===== src/sgd_map.vh =====
// constants of the scatter-gather descriptor fetch block
`ifndef SGD_MAP_VH
`define SGD_MAP_VH

// descriptor word indexes; byte offset is four times the index
`define SGD_W_NXT_LO     4'h0
`define SGD_W_NXT_HI     4'h1
`define SGD_W_BUF_LO     4'h2
`define SGD_W_BUF_HI     4'h3
`define SGD_W_CTL        4'h6
`define SGD_W_STS        4'h7
`define SGD_W_USER_WORD_0       4'h8
`define SGD_W_USER_WORD_4       4'hC
`define SGD_W_END        4'hF
`define SGD_APP_LAST     3'h4

// descriptor field positions
`define SGD_LEN_HI       22
`define SGD_LAST_BIT     26
`define SGD_FIRST_BIT    27
`define SGD_CPL_BIT      31
`define SGD_PTR_LO_BIT   6

// register byte addresses and field selects
`define SGD_A_CTRL       8'h00
`define SGD_A_STAT       8'h04
`define SGD_A_ISTAT      8'h08
`define SGD_A_IMASK      8'h0C
`define SGD_A_CH0_NIB    4'h1
`define SGD_F_CUR_LO     2'h0
`define SGD_F_CUR_HI     2'h1
`define SGD_F_TAIL_LO    2'h2
`define SGD_F_TAIL_HI    2'h3

// control register bits
`define SGD_C_RUN0       0
`define SGD_C_RUN1       1
`define SGD_C_USER       2
`define SGD_C_WIDE       3
`define SGD_C_IOC        4
`define SGD_CTRL_W       5

// reset values
`define SGD_ZERO32       32'h0000_0000
`define SGD_ZERO64       64'h0000_0000_0000_0000

`endif


===== src/sgd_appmem.v =====
// small memory holding the user application words of the active descriptor
`timescale 1ns/1ps
`default_nettype none
module sgd_appmem
(
  // clock
  input  wire        i_ref_clk,
  // write port
  input  wire        i_we,
  input  wire [2:0]  i_waddr,
  input  wire [31:0] i_wdata,
  // read port, data one cycle after the address
  input  wire [2:0]  i_raddr,
  output reg  [31:0] o_rdata
);

  reg [31:0] mem [0:7];

  // no reset: contents are always written before they are read back
  always @(posedge i_ref_clk)
  begin
    if (i_we)
    begin
      mem[i_waddr] <= i_wdata;
    end
    o_rdata <= mem[i_raddr];
  end

endmodule
`default_nettype wire


===== src/sgd_fetch.v =====
// scatter-gather descriptor fetch and write-back engine for two chains
`timescale 1ns/1ps
`default_nettype none
`include "sgd_map.vh"
module sgd_fetch
(
  // clock and reset
  input  wire        i_ref_clk,
  input  wire        i_rst,
  // register port
  input  wire [7:0]  i_addr,
  input  wire [31:0] i_wdata,
  input  wire        i_wr,
  input  wire        i_rd,
  output reg  [31:0] o_rdata,
  // interrupt
  output reg         o_irq,
  // memory word master
  output reg         o_mem_req,
  output reg         o_mem_we,
  output reg  [63:0] o_mem_addr,
  output reg  [31:0] o_mem_wdata,
  input  wire        i_mem_ack,
  input  wire [31:0] i_mem_rdata,
  // buffer command to the data movers
  output reg         o_buf_valid,
  output reg         o_buf_chan,
  output reg  [63:0] o_buf_addr,
  output reg  [22:0] o_buf_len,
  output reg         o_buf_first,
  output reg         o_buf_last,
  input  wire        i_buf_done,
  input  wire [22:0] i_buf_count,
  // status stream words for stream_to_mem write-back
  input  wire        i_app_wr,
  input  wire [2:0]  i_app_idx,
  input  wire [31:0] i_app_data
);

  localparam ST_IDLE  = 3'd0;
  localparam ST_FETCH = 3'd1;
  localparam ST_DISP  = 3'd2;
  localparam ST_WBSTS = 3'd3;
  localparam ST_WBRD  = 3'd4;
  localparam ST_WBAPP = 3'd5;
  localparam ST_NEXT  = 3'd6;

  reg  [2:0]               state;
  reg  [`SGD_CTRL_W-1:0]   ctrl;
  reg  [1:0]               irq_stat;
  reg  [1:0]               irq_mask;
  reg                      ch;
  reg                      last_ch;
  reg  [3:0]               fidx;
  reg  [2:0]               app_idx;
  reg  [31:0]              nxt_lo;
  reg  [31:0]              nxt_hi;
  reg  [31:0]              cur_lo  [0:1];
  reg  [31:0]              cur_hi  [0:1];
  reg  [31:0]              tail_lo [0:1];
  reg  [31:0]              tail_hi [0:1];
  reg                      active  [0:1];
  wire                     wide;
  wire                     user;
  wire [63:0]              cur64;
  wire                     is_tail;
  wire                     pick;
  wire                     any_act;
  wire [3:0]               nidx;
  wire [31:0]              app_rdata;
  wire                     app_we;
  wire [2:0]               app_waddr;
  wire [31:0]              app_wdata;
  wire                     sw_wr;

  assign wide  = ctrl[`SGD_C_WIDE];
  assign user  = ctrl[`SGD_C_USER];
  assign sw_wr = i_wr;

  //////////////////////////////////////////////////////////////////////////////
  // helper functions

  // next word to fetch; skips reserved words and unused optional words
  function [3:0] next_fetch;
    input [3:0] idx;
    input       w;
    input       u;
    begin
      case (idx)
        `SGD_W_NXT_LO: next_fetch = w ? `SGD_W_NXT_HI : `SGD_W_BUF_LO;
        `SGD_W_NXT_HI: next_fetch = `SGD_W_BUF_LO;
        `SGD_W_BUF_LO: next_fetch = w ? `SGD_W_BUF_HI : `SGD_W_CTL;
        `SGD_W_BUF_HI: next_fetch = `SGD_W_CTL;
        `SGD_W_CTL:    next_fetch = u ? `SGD_W_USER_WORD_0 : `SGD_W_END;
        `SGD_W_USER_WORD_4:   next_fetch = `SGD_W_END;
        default:       next_fetch = idx + 4'h1;
      endcase
    end
  endfunction

  // byte address of a descriptor word
  function [63:0] word_addr;
    input [63:0] base;
    input [3:0]  idx;
    begin
      word_addr = base + {58'h0, idx, 2'b00};
    end
  endfunction

  // register window of one channel
  function chan_hit;
    input [7:0] a;
    input       c;
    begin
      chan_hit = (a[7:4] == (`SGD_A_CH0_NIB + {3'h0, c}));
    end
  endfunction

  //////////////////////////////////////////////////////////////////////////////
  // shared decode

  // low six pointer bits are not address bits; the chain assumes aligned descriptors
  assign cur64   = {(wide ? cur_hi[ch] : `SGD_ZERO32),
                    cur_lo[ch][31:`SGD_PTR_LO_BIT], 6'h00};
  assign is_tail = (cur_lo[ch][31:`SGD_PTR_LO_BIT] == tail_lo[ch][31:`SGD_PTR_LO_BIT]) &&
                   (!wide || (cur_hi[ch] == tail_hi[ch]));
  // alternate between chains when both have work
  assign any_act = active[0] | active[1];
  assign pick    = active[1] & (~active[0] | ~last_ch);
  assign nidx    = next_fetch(fidx, wide, user);

  // user words come from memory on fetch, from the status stream while chain 1 waits in dispatch
  assign app_we    = (state == ST_FETCH && i_mem_ack && fidx[3]) ||
                     (state == ST_DISP && ch && i_app_wr);
  assign app_waddr = (state == ST_FETCH) ? fidx[2:0] : i_app_idx;
  assign app_wdata = (state == ST_FETCH) ? i_mem_rdata : i_app_data;

  sgd_appmem u_appmem
  (
    .i_ref_clk (i_ref_clk),
    .i_we      (app_we),
    .i_waddr   (app_waddr),
    .i_wdata   (app_wdata),
    .i_raddr   (app_idx),
    .o_rdata   (app_rdata)
  );

  //////////////////////////////////////////////////////////////////////////////
  // per-chain pointer registers

  genvar g;
  generate
    for (g = 0; g < 2; g = g + 1)
    begin : g_chain
      wire hit;
      wire adv;
      wire stop;
      assign hit  = sw_wr && chan_hit(i_addr, (g == 1));
      assign adv  = (state == ST_NEXT) && (ch == g) && !is_tail;
      assign stop = (state == ST_NEXT) && (ch == g) && is_tail;
      always @(posedge i_ref_clk or posedge i_rst)
      begin
        if (i_rst)
        begin
          cur_lo[g]  <= `SGD_ZERO32;
          cur_hi[g]  <= `SGD_ZERO32;
          tail_lo[g] <= `SGD_ZERO32;
          tail_hi[g] <= `SGD_ZERO32;
          active[g]  <= 1'b0;
        end
        else
        begin
          // current pointer is only writable while the chain is stopped
          if (hit && !active[g] && i_addr[3:2] == `SGD_F_CUR_LO)
          begin
            cur_lo[g] <= i_wdata;
          end
          if (hit && !active[g] && i_addr[3:2] == `SGD_F_CUR_HI)
          begin
            cur_hi[g] <= i_wdata;
          end
          if (adv)
          begin
            cur_lo[g] <= nxt_lo;
            cur_hi[g] <= nxt_hi;
          end
          if (hit && i_addr[3:2] == `SGD_F_TAIL_LO)
          begin
            tail_lo[g] <= i_wdata;
          end
          if (hit && i_addr[3:2] == `SGD_F_TAIL_HI)
          begin
            tail_hi[g] <= i_wdata;
          end
          // a tail write starts a running chain; while halted it only moves the pause point
          if (!ctrl[g] || stop)
          begin
            active[g] <= 1'b0;
          end
          else if (hit && i_addr[3])
          begin
            active[g] <= 1'b1;
          end
        end
      end
    end
  endgenerate

  //////////////////////////////////////////////////////////////////////////////
  // register port and interrupt

  always @(posedge i_ref_clk or posedge i_rst)
  begin
    if (i_rst)
    begin
      ctrl     <= {`SGD_CTRL_W{1'b0}};
      irq_mask <= 2'b00;
      irq_stat <= 2'b00;
      o_irq    <= 1'b0;
      o_rdata  <= `SGD_ZERO32;
    end
    else
    begin
      if (sw_wr && i_addr == `SGD_A_CTRL)
      begin
        ctrl <= i_wdata[`SGD_CTRL_W-1:0];
      end
      if (sw_wr && i_addr == `SGD_A_IMASK)
      begin
        irq_mask <= i_wdata[1:0];
      end
      // set wins over a write-one clear in the same cycle
      irq_stat <= (irq_stat & ~((sw_wr && i_addr == `SGD_A_ISTAT) ? i_wdata[1:0] : 2'b00)) |
                  ((state == ST_NEXT && ctrl[`SGD_C_IOC]) ? (ch ? 2'b10 : 2'b01) : 2'b00);
      o_irq    <= |(irq_stat & irq_mask);
      // unmapped addresses read as zero
      o_rdata  <= `SGD_ZERO32;
      if (i_rd)
      begin
        if (i_addr == `SGD_A_CTRL)
        begin
          o_rdata <= {27'h0, ctrl};
        end
        else if (i_addr == `SGD_A_STAT)
        begin
          o_rdata <= {25'h0, state, ch, active[1], active[0], any_act};
        end
        else if (i_addr == `SGD_A_ISTAT)
        begin
          o_rdata <= {30'h0, irq_stat};
        end
        else if (i_addr == `SGD_A_IMASK)
        begin
          o_rdata <= {30'h0, irq_mask};
        end
        else if (chan_hit(i_addr, 1'b0) || chan_hit(i_addr, 1'b1))
        begin
          case (i_addr[3:2])
            `SGD_F_CUR_LO:  o_rdata <= cur_lo[i_addr[5]];
            `SGD_F_CUR_HI:  o_rdata <= cur_hi[i_addr[5]];
            `SGD_F_TAIL_LO: o_rdata <= tail_lo[i_addr[5]];
            default:        o_rdata <= tail_hi[i_addr[5]];
          endcase
        end
      end
    end
  end

  //////////////////////////////////////////////////////////////////////////////
  // descriptor sequencer

  always @(posedge i_ref_clk or posedge i_rst)
  begin
    if (i_rst)
    begin
      state       <= ST_IDLE;
      ch          <= 1'b0;
      last_ch     <= 1'b1;
      fidx        <= `SGD_W_NXT_LO;
      app_idx     <= 3'h0;
      nxt_lo      <= `SGD_ZERO32;
      nxt_hi      <= `SGD_ZERO32;
      o_mem_req   <= 1'b0;
      o_mem_we    <= 1'b0;
      o_mem_addr  <= `SGD_ZERO64;
      o_mem_wdata <= `SGD_ZERO32;
      o_buf_valid <= 1'b0;
      o_buf_chan  <= 1'b0;
      o_buf_addr  <= `SGD_ZERO64;
      o_buf_len   <= 23'h00_0000;
      o_buf_first <= 1'b0;
      o_buf_last  <= 1'b0;
    end
    else
    begin
      case (state)
        ST_IDLE:
        begin
          if (any_act)
          begin
            ch         <= pick;
            last_ch    <= pick;
            fidx       <= `SGD_W_NXT_LO;
            o_mem_req  <= 1'b1;
            o_mem_we   <= 1'b0;
            o_mem_addr <= {(wide ? cur_hi[pick] : `SGD_ZERO32),
                           cur_lo[pick][31:`SGD_PTR_LO_BIT], 6'h00};
            state      <= ST_FETCH;
          end
        end
        ST_FETCH:
        begin
          if (i_mem_ack)
          begin
            case (fidx)
              `SGD_W_NXT_LO: nxt_lo <= {i_mem_rdata[31:`SGD_PTR_LO_BIT], 6'h00};
              `SGD_W_NXT_HI: nxt_hi <= i_mem_rdata;
              `SGD_W_BUF_LO: o_buf_addr[31:0]  <= i_mem_rdata;
              `SGD_W_BUF_HI: o_buf_addr[63:32] <= i_mem_rdata;
              `SGD_W_CTL:
              begin
                o_buf_len   <= i_mem_rdata[`SGD_LEN_HI:0];
                o_buf_last  <= i_mem_rdata[`SGD_LAST_BIT];
                o_buf_first <= i_mem_rdata[`SGD_FIRST_BIT];
              end
              default:       nxt_hi <= nxt_hi;
            endcase
            // narrow mode keeps the upper halves at zero
            if (fidx == `SGD_W_NXT_LO && !wide)
            begin
              nxt_hi <= `SGD_ZERO32;
            end
            if (fidx == `SGD_W_NXT_LO && !wide)
            begin
              o_buf_addr[63:32] <= `SGD_ZERO32;
            end
            fidx       <= nidx;
            o_mem_addr <= word_addr(cur64, nidx);
            if (nidx == `SGD_W_END)
            begin
              o_mem_req   <= 1'b0;
              o_buf_valid <= 1'b1;
              o_buf_chan  <= ch;
              state       <= ST_DISP;
            end
          end
        end
        ST_DISP:
        begin
          // command stands until the mover reports the buffer finished
          if (i_buf_done)
          begin
            o_buf_valid <= 1'b0;
            o_mem_req   <= 1'b1;
            o_mem_we    <= 1'b1;
            o_mem_addr  <= word_addr(cur64, `SGD_W_STS);
            o_mem_wdata <= {1'b1, 8'h00, i_buf_count};
            state       <= ST_WBSTS;
          end
        end
        ST_WBSTS:
        begin
          if (i_mem_ack)
          begin
            o_mem_req <= 1'b0;
            o_mem_we  <= 1'b0;
            app_idx   <= 3'h0;
            state     <= user ? ST_WBRD : ST_NEXT;
          end
        end
        ST_WBRD:
        begin
          // one cycle for the memory read register to catch up
          state <= ST_WBAPP;
        end
        ST_WBAPP:
        begin
          if (!o_mem_req)
          begin
            o_mem_req   <= 1'b1;
            o_mem_we    <= 1'b1;
            o_mem_addr  <= word_addr(cur64, {1'b1, app_idx});
            o_mem_wdata <= app_rdata;
          end
          else if (i_mem_ack)
          begin
            o_mem_req <= 1'b0;
            o_mem_we  <= 1'b0;
            if (app_idx == `SGD_APP_LAST)
            begin
              state <= ST_NEXT;
            end
            else
            begin
              app_idx <= app_idx + 3'h1;
              state   <= ST_WBRD;
            end
          end
        end
        ST_NEXT:
        begin
          // pointer advance or stop is done in the chain registers
          state <= ST_IDLE;
        end
        default:
        begin
          state <= ST_IDLE;
        end
      endcase
    end
  end

endmodule
`default_nettype wire


===== config.mk =====
export PLATFORM = sky130hd
export DESIGN_NAME = sgd_fetch
export DESIGN_NICKNAME = d
export VERILOG_FILES = /design/src/sgd_appmem.v /design/src/sgd_fetch.v
export VERILOG_INCLUDE_DIRS = /design/src
export SDC_FILE = /design/constraint.sdc
export NUM_CORES = 2
export LEC_CHECK = 0
export BUFFER_PORTS_ARGS = -buffer_cell sky130_fd_sc_hd__buf_4
export CAP_MARGIN = 10
export CORE_ASPECT_RATIO = 0.5
export CORE_UTILIZATION = 53
export CTS_BUF_LIST = sky130_fd_sc_hd__clkbuf_4 sky130_fd_sc_hd__clkbuf_8
export CTS_CLUSTER_DIAMETER = 60
export DETAILED_ROUTE_END_ITERATION = 10
export GPL_TIMING_DRIVEN = 1
export PLACE_DENSITY = 0.73
export SETUP_SLACK_MARGIN = 0.2
export SLEW_MARGIN = 40
export SYNTH_ARGS = -nofsm -noshare
export SYNTH_HDL_FRONTEND = slang
export SYNTH_SLANG_ARGS = --single-unit

===== constraint.sdc =====
create_clock -name i_ref_clk -period 23.3 [get_ports i_ref_clk]
set_input_delay 3.495 -clock i_ref_clk [delete_from_list [all_inputs] [get_ports i_ref_clk]]
set_output_delay 3.495 -clock i_ref_clk [all_outputs]
set_load 0.05 [all_outputs]

==> flow_summary.toml <==
[worst_setup_path]
path_buf_inv = 2
cp_cell_sequence = "buf_6 > nand2b_1 > nor3_2 > nand2_1 > buf_4 > mux2_2 > mux2_1"
cp_max_fo = 62
worstSetupStartpointType = "primary input"
worst_ep_required_time_ns = 23.93
crit_family = "buffers and inverters"
critPathKind = "primary input to register"
cp_slowest_stage_delay_ns = 0.55
cp.arrival_ns = 6.15
cp-end-kind = "register"
reg2reg_slack_ns = 19.41
critical-path-slowest-cell = "nand2_1"

[cells_and_area]
final_common_cell = "dfrtp_1"
nets = 3200
instances_no_fill = 4107
drive_gt1_share_pct = 37.66
area_delta_synth_final_pct = 16.59
final_cell_mix = "554 x dfrtp_1, 401 x mux2_2, 395 x buf_4"
final_util_pct = 63.11

[global_routing]
grt_first_pass_wirelength_um = 156200
grt_max_degree = 104
grt-ovfl-total = 0
antenna_found_initial = 9
first_global_vias = 24780
grt_use_total_pct = 29.20

[clocking]
clock_path_buffers = 3
htreeDepth = 3
numCtsBuffers = 117
cts_tree = "yes"
cts.sinks = 845
clockRootBuffer = "clkbuf_8"
post_cts_buffers = 0
post_cts_hold_buffer_count = 0
clkTransAtPathRegs_ns = 0.07
insertion_delay_ns = 0.77
cts_resized = 0

[placed_design]
routabilityCongestion = 0.9058
portBuffers = 356
hpwlAfterDp_um = 69170
dp_cells = 3881

[route]
dr.first_iter.drc_count = 2394
antenna_left = 0
viasPerCell = 5.968
dr.pass1.iters = 5
vias = 24510
wl_um = 104500
drc = 0
wl_per_cell_um = 25.44

[timing]
max_slew_margin_pct = 44.93
clock_skew_ns = 0.03104
hold_viol_final = 0
maxClockFrequency_mhz = 181.1
finalCriticalPeriod_ns = 5.522
period_share_pct = 23.70
tns_ns = 0
hold-worst-slack_ns = 0.4175
rsz0062_at_grt = "false"
timing_max_transition_violations_final = 0
tightest_slew_ns = 0.8261
final-setup-viol-count = 0

[yosys]
ys.flop_type = "dfrtp_1"
synth_enable_flop_cells = 256
yosysWarnings = 0
ys_types = 67
post_synth.cell_area_avg_sq_um = 13.98
syn_area_sq_mm = 0.03772
seq_area_frac_synth_pct = 59.04
ys_ff_latch = 845
netlist_instances = 2698
ys_async_sr_fraction_pct = 65.92

[status]
outcome = "complete, no violations"

[pwr]
p_leak_nw = 19.88
power_frac_seq_pct = 41.6
max-vdd-ir-drop_uv = 69.53
power_density_mw_per_mm2 = 118.3
pwr-share-clk_pct = 24.2
p_switching_mw = 1.983
combPwrFrac_pct = 34.2
p_int_mw = 3.221
switching_share_pct = 38.11
power.total_mw = 5.204

[floorplanning]
dieArea_sq_mm = 0.07230
pin_count = 359
fp-row-count = 68
coreArea_sq_mm = 0.06968
initial_utilization_pct = 54.13
die_x_um = 379.3
dieHeight_um = 190.6

[job]
cap_viol_max_count = 0

[worst_hold_path]
worstHoldPathType = "register to register"
==> cells in the mapped netlist (all sizes together) (11+ instances only) <==
library cell / number / share of area (%)
a21oi: 40 / 0.53
and2: 18 / 0.30
buf: 83 / 1.5
clkbuf: 84 / 0.84
dfrtp: 556 / 37
dfxtp: 32 / 1.7
edfxtp: 256 / 20
inv: 14 / 0.14
mux2: 534 / 16
mux2i: 133 / 3.5
mux4: 78 / 4.7
nand2: 240 / 2.4
nand3: 11 / 0.15
nor2: 85 / 0.85
nor3: 14 / 0.23
nor4: 28 / 0.48
o2111a: 25 / 0.75
o21ai: 208 / 2.8
o22ai: 51 / 0.85
xnor2: 11 / 0.26
xor2: 103 / 2.4
==> worst paths after layout <==
check,cells after the start,end,start
max reg2reg,7,cur_hi[1],ch
min,2,o_mem_wdata[26],u_appmem.o_rdata[26]
min reg2reg,2,o_mem_wdata[26],u_appmem.o_rdata[26]
max,7,cur_lo[48],i_addr[5]
min in group asynchronous,2,o_mem_wdata[23],i_rst
max in group asynchronous,6,tail_lo[30],i_rst
==> per-stage QoR <==
step | worst slack, ns | cell area (sq um)
detailed placement | 16.76 | 41280
global placement | 16.34 | 41230
global route | 17.43 | 43970
floorplan | 4.231 | 37720
CTS | 17.58 | 43910
finish | 17.78 | 43970
==> cell families after synthesis <==
group	Yosys count	synth area share, %
compound gates	375	5.995
xor+xnor	114	2.647
fa+ha+maj	6	0.1990
buf+inv	181	2.428
flops	845	59.04
mux	745	24.63
other cells	1	0.009943
simple gates	431	5.052
==> sequential cells by signal, indices dropped and copies added (netlist names), 4 cells and up <==
register / cells
cur_lo: 64
fidx: 4
tail_hi: 64
o_rdata: 32
o_mem_addr: 62
nxt_hi: 32
o_mem_wdata: 32
o_buf_addr: 64
cur_hi: 64
tail_lo: 64
ctrl: 5
u_appmem.mem: 256
u_appmem.o_rdata: 32
o_buf_len: 23
nxt_lo: 26
==> power groups by stage <==
stage / registers, mW / logic (mW) / clock network (mW)
after floorplan: 2.47 / 0.859 / 0
after CTS: 2.15 / 1.78 / 1.28
after global placement: 2.17 / 1.74 / 0
after global routing: 2.20 / 1.90 / 1.34
after detailed placement: 2.18 / 1.78 / 0
final: 2.16 / 1.78 / 1.26
==> worst register-to-register path, stage by stage, from the launching register on <==
cell and delay [ns]:
dfrtp_1 0.77, inv_1 0.31, nor4_1 0.32, a31oi_1 0.11, a2111oi_2 0.46, a211o_4 0.59
buf_4 0.78, mux2_1 0.41
==> cell type report <==
cell class / count / area (sq um)
clock buffers: 202 / 2480
well taps: 945 / 1182
multi-input cells: 1673 / 14680
fillers: 5226 / 25710
repair buffers: 406 / 3131
flip-flops and latches: 845 / 22270
clock inverters: 17 / 156.4
diodes: 5 / 12.51
inverters: 14 / 65.06
==> layer usage <==
layer / part of all wire (%) / wire length (um) / track usage (%) / vias up
met5: 0 / 0 / 0 / -
met4: 3.2 / 3367 / 10.62 / 0
met3: 7.3 / 7656 / 5.988 / 216
met2: 48 / 49640 / 45.52 / 866
met1: 42 / 43820 / 40.75 / 12750
li1: - / - / - / 10670
No activity file was read; power rests on OpenSTA's default activity.
